[src/core/sse_pkg.sv]
// Constants shared by the synchronous serial engine port: modes, opcodes and timing.
// Assumes a single 50 MHz core clock and a byte-wide command pipe from the USB core.
package sse_pkg;

	// Mode-select values and the channel that hosts the engine.
	localparam logic [7:0] SSE_MODE_RESET   = 8'h00;
	localparam logic [7:0] SSE_MODE_ENGINE  = 8'h02;
	localparam logic [0:0] SSE_ENGINE_CHAN  = 1'h0;

	// Command opcodes taken from the data pipe.
	localparam logic [7:0] SSE_OP_SHIFT     = 8'h10;
	localparam logic [7:0] SSE_OP_SET_LOW   = 8'h80;
	localparam logic [7:0] SSE_OP_READ_LOW  = 8'h81;
	localparam logic [7:0] SSE_OP_SET_HIGH  = 8'h82;
	localparam logic [7:0] SSE_OP_READ_HIGH = 8'h83;
	localparam logic [7:0] SSE_OP_SET_DIV   = 8'h86;
	localparam logic [7:0] SSE_OP_SET_CFG   = 8'h8a;
	localparam logic [7:0] SSE_OP_SET_SEL   = 8'h90;

	// Field positions inside the configuration byte.
	localparam int SSE_CFG_CPOL_BIT = 0;
	localparam int SSE_CFG_LSB_BIT  = 1;

	// Reset values of the engine state.
	localparam logic [7:0] SSE_DIV_RESET = 8'h00;
	localparam logic       SSE_SEL_RESET = 1'b1;

	// Rate ceiling and the derived least half period of the serial clock.
	localparam int CLK_KHZ       = 50000;
	localparam int MAX_RATE_KBPS = 5600;
	localparam int MIN_HALF_INT  = (CLK_KHZ + 2 * MAX_RATE_KBPS - 1) / (2 * MAX_RATE_KBPS);
	localparam logic [8:0] MIN_HALF = MIN_HALF_INT[8:0];

	// Engine sequencer states.
	typedef enum logic [2:0] {
		SSE_IDLE,
		SSE_ARG1,
		SSE_ARG2,
		SSE_SHIFT_LO,
		SSE_SHIFT_HI,
		SSE_PUSH
	} sse_state_t;

endpackage

[src/core/sse_port.sv]
// Synchronous serial engine: decodes pipe commands, drives serial and general lines.
// Assumes pins are resolved outside from value and enable; answers drain via resp_ready.
`timescale 1ns/1ns

module sse_port
	import sse_pkg::*;
(
	// Clock and synchronous active-low reset.
	input  wire logic       mclk,
	input  wire logic       resetn,
	// Mode-select command from the USB core.
	input  wire logic       mode_valid,
	input  wire logic [7:0] mode_value,
	input  wire logic       mode_channel,
	// Command byte pipe.
	input  wire logic       cmd_valid,
	input  wire logic [7:0] cmd_data,
	output logic            cmd_ready,
	// Answer byte pipe.
	output logic            resp_valid,
	output logic [7:0]      resp_data,
	input  wire logic       resp_ready,
	// Serial lines.
	output logic            serial_clock_out,
	output logic            serial_clock_oe,
	output logic            serial_data_out,
	output logic            serial_data_oe,
	input  wire logic       serial_data_in,
	output logic            select_out,
	output logic            select_oe,
	// General lines, low and high groups.
	input  wire logic [3:0] gp_low_line_in,
	output logic [3:0]      gp_low_line_out,
	output logic [3:0]      gp_low_line_oe,
	input  wire logic [3:0] gp_high_line_in,
	output logic [3:0]      gp_high_line_out,
	output logic [3:0]      gp_high_line_oe
);

	////////////////////////////////////////////////////////////////////////////////
	// Pin input synchronisers.

	logic [8:0] sync_a;   // First stage, read only by the second.
	logic [8:0] sync_b;   // Second stage, safe to use.

	// Two flops on every pin input before any logic looks at it.
	always_ff @(posedge mclk)
	begin
		if (!resetn)
		begin
			sync_a <= 9'h000;
			sync_b <= 9'h000;
		end
		else
		begin
			sync_a <= {serial_data_in, gp_high_line_in, gp_low_line_in};
			sync_b <= sync_a;
		end
	end

	////////////////////////////////////////////////////////////////////////////////
	// Engine sequencer.

	sse_state_t state, next_state;             // Sequencer state.
	logic       engine_on, next_engine_on;     // Engine mode selected.
	logic [7:0] cmd, next_cmd;                 // Opcode in progress.
	logic [7:0] arg1, next_arg1;               // First argument byte.
	logic [7:0] shreg, next_shreg;             // Shift register.
	logic [2:0] bitcnt, next_bitcnt;           // Bits left minus one.
	logic [8:0] timer, next_timer;             // Half-period countdown.
	logic [7:0] div, next_div;                 // Extra half-period cycles.
	logic       cpol, next_cpol;               // Idle clock level.
	logic       lsbf, next_lsbf;               // Shift least significant first.
	logic       sel, next_sel;                 // Select line level.
	logic       sdo, next_sdo;                 // Serial data out level.
	logic [7:0] rdata, next_rdata;             // Byte waiting to be answered.
	logic [3:0] low_val, next_low_val;         // Low group values.
	logic [3:0] low_dir, next_low_dir;         // Low group directions, 1 drives.
	logic [3:0] high_val, next_high_val;       // High group values.
	logic [3:0] high_dir, next_high_dir;       // High group directions, 1 drives.
	logic       push;                          // Answer offered to the buffer.
	logic       buf_in_ready;                  // Buffer has room.

	// Pick the bit to drive next from the shift register.
	function automatic logic out_bit(input logic [7:0] v, input logic lsb);
		out_bit = lsb ? v[0] : v[7];
	endfunction

	// Command bytes are only taken while the sequencer waits for them.
	assign cmd_ready = engine_on
	                 && (state == SSE_IDLE || state == SSE_ARG1 || state == SSE_ARG2);
	assign push = (state == SSE_PUSH);

	// Next-state logic for the whole sequencer.
	always_comb
	begin
		next_state    = state;
		next_engine_on = engine_on;
		next_cmd      = cmd;
		next_arg1     = arg1;
		next_shreg    = shreg;
		next_bitcnt   = bitcnt;
		next_timer    = timer;
		next_div      = div;
		next_cpol     = cpol;
		next_lsbf     = lsbf;
		next_sel      = sel;
		next_sdo      = sdo;
		next_rdata    = rdata;
		next_low_val  = low_val;
		next_low_dir  = low_dir;
		next_high_val = high_val;
		next_high_dir = high_dir;
		case (state)
			// Take an opcode; read commands answer at once.
			SSE_IDLE:
			begin
				if (cmd_valid && cmd_ready)
				begin
					next_cmd = cmd_data;
					if (cmd_data == SSE_OP_READ_LOW)
					begin
						next_rdata = {4'h0, sync_b[3:0]};
						next_state = SSE_PUSH;
					end
					else if (cmd_data == SSE_OP_READ_HIGH)
					begin
						next_rdata = {4'h0, sync_b[7:4]};
						next_state = SSE_PUSH;
					end
					else if (cmd_data == SSE_OP_SHIFT || cmd_data == SSE_OP_SET_LOW
					      || cmd_data == SSE_OP_SET_HIGH || cmd_data == SSE_OP_SET_DIV
					      || cmd_data == SSE_OP_SET_CFG || cmd_data == SSE_OP_SET_SEL)
					begin
						next_state = SSE_ARG1;
					end
				end
			end
			// First argument; divider, config and select commands complete here, a shift starts.
			SSE_ARG1:
			begin
				if (cmd_valid && cmd_ready)
				begin
					next_arg1 = cmd_data;
					next_state = SSE_IDLE;
					if (cmd == SSE_OP_SHIFT)
					begin
						next_shreg  = cmd_data;
						next_sdo    = out_bit(cmd_data, lsbf);
						next_bitcnt = 3'h7;
						next_timer  = MIN_HALF + {1'b0, div};
						next_state  = SSE_SHIFT_LO;
					end
					else if (cmd == SSE_OP_SET_DIV)
						next_div = cmd_data;
					else if (cmd == SSE_OP_SET_CFG)
					begin
						next_cpol = cmd_data[SSE_CFG_CPOL_BIT];
						next_lsbf = cmd_data[SSE_CFG_LSB_BIT];
					end
					else if (cmd == SSE_OP_SET_SEL)
						next_sel = cmd_data[0];
					else
						next_state = SSE_ARG2;
				end
			end
			// Second argument: direction byte of a group write.
			SSE_ARG2:
			begin
				if (cmd_valid && cmd_ready)
				begin
					next_state = SSE_IDLE;
					if (cmd == SSE_OP_SET_LOW)
					begin
						next_low_val = arg1[3:0];
						next_low_dir = cmd_data[3:0];
					end
					else
					begin
						next_high_val = arg1[3:0];
						next_high_dir = cmd_data[3:0];
					end
				end
			end
			// Idle-level half; sample at its end as the clock leaves idle.
			SSE_SHIFT_LO:
			begin
				if (timer == 9'h001)
				begin
					next_timer = MIN_HALF + {1'b0, div};
					next_shreg = lsbf ? {sync_b[8], shreg[7:1]}
					                  : {shreg[6:0], sync_b[8]};
					next_state = SSE_SHIFT_HI;
				end
				else
					next_timer = timer - 9'h001;
			end
			// Active half; the clock returns to idle and the next bit goes out.
			SSE_SHIFT_HI:
			begin
				if (timer == 9'h001)
				begin
					next_timer = MIN_HALF + {1'b0, div};
					if (bitcnt == 3'h0)
					begin
						next_rdata = shreg;
						next_state = SSE_PUSH;
					end
					else
					begin
						next_bitcnt = bitcnt - 3'h1;
						next_sdo    = out_bit(shreg, lsbf);
						next_state  = SSE_SHIFT_LO;
					end
				end
				else
					next_timer = timer - 9'h001;
			end
			// Hold the answer until the buffer takes it, then take the next command.
			SSE_PUSH:
			begin
				if (buf_in_ready)
					next_state = SSE_IDLE;
			end
			default:
				next_state = SSE_IDLE;
		endcase
		// Mode select: only the first channel can host the engine.
		if (mode_valid && mode_channel == SSE_ENGINE_CHAN)
		begin
			next_engine_on = (mode_value == SSE_MODE_ENGINE);
			if (mode_value == SSE_MODE_RESET)
			begin
				next_state    = SSE_IDLE;
				next_div      = SSE_DIV_RESET;
				next_cpol     = 1'b0;
				next_lsbf     = 1'b0;
				next_sel      = SSE_SEL_RESET;
				next_sdo      = 1'b0;
				next_low_val  = 4'h0;
				next_low_dir  = 4'h0;
				next_high_val = 4'h0;
				next_high_dir = 4'h0;
			end
		end
	end

	// Register the sequencer.
	always_ff @(posedge mclk)
	begin
		if (!resetn)
		begin
			state     <= SSE_IDLE;
			engine_on <= 1'b0;
			cmd       <= 8'h00;
			arg1      <= 8'h00;
			shreg     <= 8'h00;
			bitcnt    <= 3'h0;
			timer     <= 9'h000;
			div       <= SSE_DIV_RESET;
			cpol      <= 1'b0;
			lsbf      <= 1'b0;
			sel       <= SSE_SEL_RESET;
			sdo       <= 1'b0;
			rdata     <= 8'h00;
			low_val   <= 4'h0;
			low_dir   <= 4'h0;
			high_val  <= 4'h0;
			high_dir  <= 4'h0;
		end
		else
		begin
			state     <= next_state;
			engine_on <= next_engine_on;
			cmd       <= next_cmd;
			arg1      <= next_arg1;
			shreg     <= next_shreg;
			bitcnt    <= next_bitcnt;
			timer     <= next_timer;
			div       <= next_div;
			cpol      <= next_cpol;
			lsbf      <= next_lsbf;
			sel       <= next_sel;
			sdo       <= next_sdo;
			rdata     <= next_rdata;
			low_val   <= next_low_val;
			low_dir   <= next_low_dir;
			high_val  <= next_high_val;
			high_dir  <= next_high_dir;
		end
	end

	// Pins follow the engine only in engine mode; otherwise they are released.
	assign serial_clock_out = (state == SSE_SHIFT_HI) ^ cpol;
	assign serial_clock_oe  = engine_on;
	assign serial_data_out  = sdo;
	assign serial_data_oe   = engine_on;
	assign select_out       = sel;
	assign select_oe        = engine_on;
	assign gp_low_line_out  = low_val;
	assign gp_low_line_oe   = engine_on ? low_dir : 4'h0;
	assign gp_high_line_out = high_val;
	assign gp_high_line_oe  = engine_on ? high_dir : 4'h0;

	////////////////////////////////////////////////////////////////////////////////
	// Two-entry answer buffer; a stalled reader stalls the sequencer in PUSH.

	logic [7:0] buf_mem [2];               // Storage.
	logic [7:0] next_mem0, next_mem1;      // Next storage contents.
	logic       wptr, next_wptr;           // Write slot.
	logic       rptr, next_rptr;           // Read slot.
	logic [1:0] count, next_count;         // Entries held.

	assign buf_in_ready = (count != 2'h2);
	assign resp_valid   = (count != 2'h0);
	assign resp_data    = buf_mem[rptr];

	// Next buffer state from push and pop.
	always_comb
	begin
		next_mem0  = buf_mem[0];
		next_mem1  = buf_mem[1];
		next_wptr  = wptr;
		next_rptr  = rptr;
		next_count = count;
		if (push && buf_in_ready)
		begin
			if (wptr)
				next_mem1 = rdata;
			else
				next_mem0 = rdata;
			next_wptr = ~wptr;
		end
		if (resp_valid && resp_ready)
			next_rptr = ~rptr;
		next_count = count + {1'b0, push && buf_in_ready} - {1'b0, resp_valid && resp_ready};
	end

	// Register the buffer.
	always_ff @(posedge mclk)
	begin
		if (!resetn)
		begin
			buf_mem[0] <= 8'h00;
			buf_mem[1] <= 8'h00;
			wptr       <= 1'b0;
			rptr       <= 1'b0;
			count      <= 2'h0;
		end
		else
		begin
			buf_mem[0] <= next_mem0;
			buf_mem[1] <= next_mem1;
			wptr       <= next_wptr;
			rptr       <= next_rptr;
			count      <= next_count;
		end
	end

endmodule

[config.mk]
export PLATFORM = sky130hd
export DESIGN_NAME = sse_port
export DESIGN_NICKNAME = d
export VERILOG_FILES = /design/src/core/sse_pkg.sv /design/src/core/sse_port.sv
export SDC_FILE = /design/constraint.sdc
export NUM_CORES = 1
export LEC_CHECK = 0
export BUFFER_PORTS_ARGS = -buffer_cell sky130_fd_sc_hd__buf_4
export CAP_MARGIN = 20
export CORE_MARGIN = 8
export CORE_UTILIZATION = 43
export CTS_CLUSTER_DIAMETER = 100
export DETAILED_ROUTE_END_ITERATION = 10
export PLACE_DENSITY = 0.59
export SYNTH_ARGS = -nofsm -noshare
export SYNTH_HDL_FRONTEND = slang
export SYNTH_SLANG_ARGS = --single-unit
[constraint.sdc]
create_clock -name mclk -period 2.28 [get_ports mclk]
set_input_delay 0.114 -clock mclk [delete_from_list [all_inputs] [get_ports mclk]]
set_output_delay 0.114 -clock mclk [all_outputs]
set_load 0.02 [all_outputs]
**Word-level counts from Yosys, hierarchy flattened**

Memories as Yosys holds them, arrays and structs flattened. A register that Yosys moved wholly into a read port is not among the register bits.
Index checks and enable logic that the tools add are counted.

- Logic and storage cells: 202
- Memories: 1
- Output and inout port bits: 32
- Memory bits (writable): 16
- Bits of input ports: 31
- Register bits: 94

Memories:

| memory | words | bits a word | rd ports | clocked after memory_dff | wr ports | line | text |
|---|---|---|---|---|---|---|---|
| buf_mem | 2 | 8 | 1 | 1 | 2 | sse_port.sv:308 | `logic [7:0] buf_mem [2];` |

- Eq/ne operators: 33
- $add $sub $neg: 5
- Bitwise logic cells: 6
- Mux-type cells: 106
- Reduce and logical (&&, ||, !) cells: 29

Operators by type and width:

| kind | number |
|---|---|
| two-way mux 8 bit | 21 |
| equality test 8 bit (second input constant) | 11 |
| two-way mux 4 bit | 22 |
| two-way mux 3 bit | 16 |
| two-way mux 1 bit | 34 |
| one-hot mux 8 bit (2 select lines) | 2 |
| two-way mux 9 bit | 3 |
| one-hot mux 3 bit (6 select lines) | 1 |
| one-hot mux 9 bit (2 select lines) | 1 |
| equality test 8 x 5 -> 1 bit (second input constant) | 2 |
| inequality test 2 bit (second input constant) | 7 |
| AND reduction 5 bit | 2 |
| nonzero test 2 bit | 5 |
| adder 3 x 8 -> 9 bit (first input constant) | 1 |
| equality test 9 x 1 -> 1 bit (second input constant) | 1 |
| AND reduction 3 bit | 3 |
| subtractor 9 x 1 -> 9 bit (second input constant) | 1 |
| equality test 8 x 2 -> 1 bit (second input constant) | 1 |
| logical NOT 8 bit | 1 |
| two-way mux 2 bit | 4 |
| logical OR 1 bit | 7 |
| equality test 3 x 2 -> 1 bit (second input constant) | 2 |
| equality test 3 bit (second input constant) | 2 |
| logical NOT 3 bit | 2 |
| 16 further kinds | 27 |

**Longest topological paths before layout**

- Depth in word-level cells: 13
- Depth in mapped cells: 9
- Mapped depth without buffers: 8

**Worst setup path before layout**

Ideal clock, no wire load.

- Path type: register -> register
- Start point: reg state[1]
- End point: mem buf_mem[0][0] (enable)
- Slack: 375 ps
- Stages on the path, launching flop included: 5
- Period minus slack after synthesis: 1,905 ps
- Path buffers: 1
- Library setup time: 384 ps
- Data arrival time: 1,521 ps
- Cell sequence: dfxtp_1 -> buf_2 -> and3b_1 -> o21ai_1 -> o21ai_0

RTL lines:

| element | line | text |
|---|---|---|
| from (decl) | sse_port.sv:64 | `sse_state_t state, next_state;` |
| from (signal assigned) | sse_port.sv:273 | `state <= next_state;` |
| to (decl) | sse_port.sv:308 |  |

**Final worst setup path**

- Start point: reg state[1]
- End point: reg rdata[1]

- Word-level cells in the longest chain between the ends: 7
- Elaborated cells on any way between the ends: 15

RTL lines:

| element | line | text |
|---|---|---|
| equality test 3 x 1 -> 1 bit / logical NOT 3 bit (equally long branches) | sse_port.sv:91, sse_port.sv:114 |  |
| logical OR 1 bit (2 in series) | sse_port.sv:91 | `&& (state == SSE_IDLE \|\| state == SSE_ARG1 \|\| state == SSE_ARG2);` |
| logical AND 1 bit | sse_port.sv:91 |  |
| logical AND 1 bit | sse_port.sv:118 | `if (cmd_valid && cmd_ready)` |
| inequality test 2 x 1 -> 1 bit (no source line) | n/a |  |
| AND reduction 5 bit (no source line) | n/a |  |
| to (signal assigned) | sse_port.sv:285 | `rdata <= next_rdata;` |
| to (decl) | sse_port.sv:76 | `logic [7:0] rdata, next_rdata;` |

Several ways; a longest one is shown, not always the timed one.
A chain may end at the register's enable or synchronous reset.

==> flow_metrics.env <==
export IMPL_clk_pin_slew_ns=0.08
export IMPL_path_class="reg2reg"
export IMPL_fp_row_count=40
export IMPL_design_power_total_w=0.003979
export IMPL_whs_ns=0.04453
export IMPL_antenna_found_initial=0
export IMPL_critPathSlowestCell="nor3b_2"
export IMPL_clock_skew_ns=0.007959
export IMPL_yosysUniqueCellTypes=74
export IMPL_cts_tree="done"
export IMPL_synthesis_area_mm2=0.005179
export IMPL_drtIter0Drc=261
export IMPL_crit_start="state[1]"
export IMPL_grt_start_max_net_pins=45
export IMPL_drc=0
export IMPL_die_w_um=125.7
export IMPL_ys_seq_elements=111
export IMPL_netlist_top_cells_count="95 x dfxtp_1, 65 x nor2_1, 51 x mux2i_1, 43 x nand2_1, 39 x and2_1"
export IMPL_cellPowerDensity_mw_per_mm2=643.6
export IMPL_r2r_cells=6
export IMPL_synth_edf_count=16
export IMPL_pin_count=63
export IMPL_synthCells=538
export IMPL_clk_latency_ns=0.35
export IMPL_hold_path_endpoint="div[6]"
export IMPL_die_area_mm2=0.01581
export IMPL_start_util=0.4366
export IMPL_dp_cells=729
export IMPL_min_from="cmd_data[6]"
export IMPL_gp_congestion=0.8323
export IMPL_numCtsBuffers=9
export IMPL_ant_nets=0
export IMPL_crit_arrival_ns=2.42
export IMPL_postCtsSetupRepairBufs=0
export IMPL_vdd_drop_max_mv=0.3888
export IMPL_max_freq_mhz=472.6
export IMPL_synth_top_area_share=0.3672
export IMPL_min_period_ns=2.116
export IMPL_core_area_mm2=0.01186
export IMPL_gr_total_overflow=0
export IMPL_power_leakage_nw=2.553
export IMPL_drt_vias_per_instance=5.324
export IMPL_hold_viol=0
export IMPL_fin_crit_sh=0.9281
export IMPL_htreeDepth=3
export IMPL_rsz0062_at_grt="false"
export IMPL_crit_path_end_kind="register"
export IMPL_port_buffer_count=62
export IMPL_yosys_area_top_type="dfxtp_1"
export IMPL_synthFlopType="dfxtp_1"
export IMPL_holdCritPathClass="in2reg"
export IMPL_max_stage_delay_ns=0.54
export IMPL_finalSetupViolCount=0
export IMPL_whs_path_depth=3
export IMPL_ys_top_cells_by_area="dfxtp_1 37%, mux2i_1 9.9%, edfxtp_1 9.3%, and2_1 4.7%, nor2_1 4.7%"
export IMPL_drive_above_1_share=0.2053
export IMPL_tns_ns=0
export IMPL_syn_avg_cell_area_um2=9.626
export IMPL_final_nets=642
export IMPL_vias=4025
export IMPL_startpoint_type="register"
export IMPL_cts_sinks=111
export IMPL_grt_pass1_vias=3907
export IMPL_fin_util=0.5212
export IMPL_r2r_end="rdata[1]"
export IMPL_worst_slew_pin_slew_ns=0.7104
export IMPL_cp_max_fo=14
export IMPL_async_reset_ff_frac=0
export IMPL_status="complete, no violations"
export IMPL_die_y_um=125.7
export IMPL_clockBufferDepth=2
export IMPL_rrSetupSlack_ns=0.16
export IMPL_grt_pass1_wl_mm=20.18
export IMPL_wl_mm=12.15
export IMPL_cp_cell_sequence="buf_4 -> nor3b_2 -> and4_1 -> o22ai_1 -> a211oi_1 -> a31o_1"
export IMPL_yosys_warnings=0
export IMPL_drv_cap=0
export IMPL_regToRegStartpoint="state[1]"
export IMPL_seq_area_frac_synth=0.4600
export IMPL_num_antenna_cells=0
export IMPL_relSlewSlack=0.5264
export IMPL_required_ns=2.58
export IMPL_wl_per_cell_um=16.07
export IMPL_grt_use_total=0.1567
export IMPL_yosysMostFrequentCell="dfxtp_1"
export IMPL_synth_nets=576
export IMPL_final_cells=756
export IMPL_syn_to_final_growth_pct=19.38
export IMPL_hpwl_mm=8.587
export IMPL_slew_violations=0
export IMPL_cts_root_buf="clkbuf_16"
export IMPL_firstDrtPassIters=4
cell type report:
type | instances | area (µm²)
Sequential cell | 111 | 2382
Clock inverter | 6 | 56.30
Multi-Input combinational cell | 382 | 2611
Fill cell | 1092 | 5679
Inverter | 13 | 48.80
Tap cell | 147 | 183.9
Timing Repair Buffer | 87 | 670.6
Clock buffer | 10 | 229.0
worst max-delay path: cells and delay by family (launching register included):
kind | cells | cell delay [ns]
simple gates | 2 | 0.87
compound gates | 3 | 0.70
buf+inv | 1 | 0.19
flops | 1 | 0.32
flip-flops by register name, summed over array words and instances (netlist names), 8 cells and up, named ones only:
name,flops
sync_b,9
buf_mem,16
timer,9
cmd,8
div,8
shreg,8
sync_a,9
rdata,8
report_power, final:
| part | leakage, nW | internal (W) | switching [W] |
|---|---|---|---|
| Combinational | 1.49 | 0.000204 | 0.000200 |
| Clock | 0.134 | 0.000761 | 0.000741 |
| Sequential | 0.934 | 0.00203 | 0.0000402 |
stage by stage:
stage | instance area (µm²) | setup WS, ns
2_1_floorplan | 5179 | 0.3754
3_3_place_gp | 5789 | 0.2846
3_5_place_dp | 5789 | 0.2172
4_1_cts | 6165 | 0.2049
5_1_grt | 6182 | 0.04315
6_report | 6182 | 0.1640
how the worst max path moves through the flow:
stage	endpoint	cells after the start
2_1_floorplan	buf_mem[0][0]	4
3_5_place_dp	timer[1]	7
6_report	rdata[1]	6
5_1_grt	rdata[1]	6
4_1_cts	serial_clock_out	5
3_3_place_gp	rdata[1]	6
repair_timing:
action / CTS / global route
hold endpoints to repair: 9 / 0
hold buffers: 9 / 0
gates resized for setup: 0 / 1
setup endpoints to repair: 0 / 1
kinds of logic (layout without fill, tap and decap cells):
group                      after synthesis  in the layout  synth area share
and+or+nand+nor                        201            201            0.2148
muxes                                   60             60            0.1181
adders and majority gates                8              8           0.01884
buffers and inverters                   45            116           0.03793
DFF                                    111            111            0.4600
xor gates and xnor gates                12             12           0.02029
AOI/OAI and AO/OA                      101            101            0.1300
layer usage:
layer  global-route usage  share of wire  up-vias
met5                    0              0        -
met4              0.05308          0.011        0
met3              0.04262          0.050       13
met2               0.2565           0.49       68
met1               0.1953           0.45     1913
li1                     -              -     2031
cell usage in the layout (no fill, tap or decap), types with 8 or more instances in the layout:
cell type,instances
mux2_2,9
and2_1,39
a21oi_1,21
mux2i_1,51
edfxtp_1,16
o21ai_0,33
nand4_1,8
dfxtp_1,95
nor2_1,65
clkbuf_16,9
a211oi_1,9
buf_4,76
nand2_1,43
dlygate4sd3_1,9
inv_1,12
(Power assumes the default switching activity.)
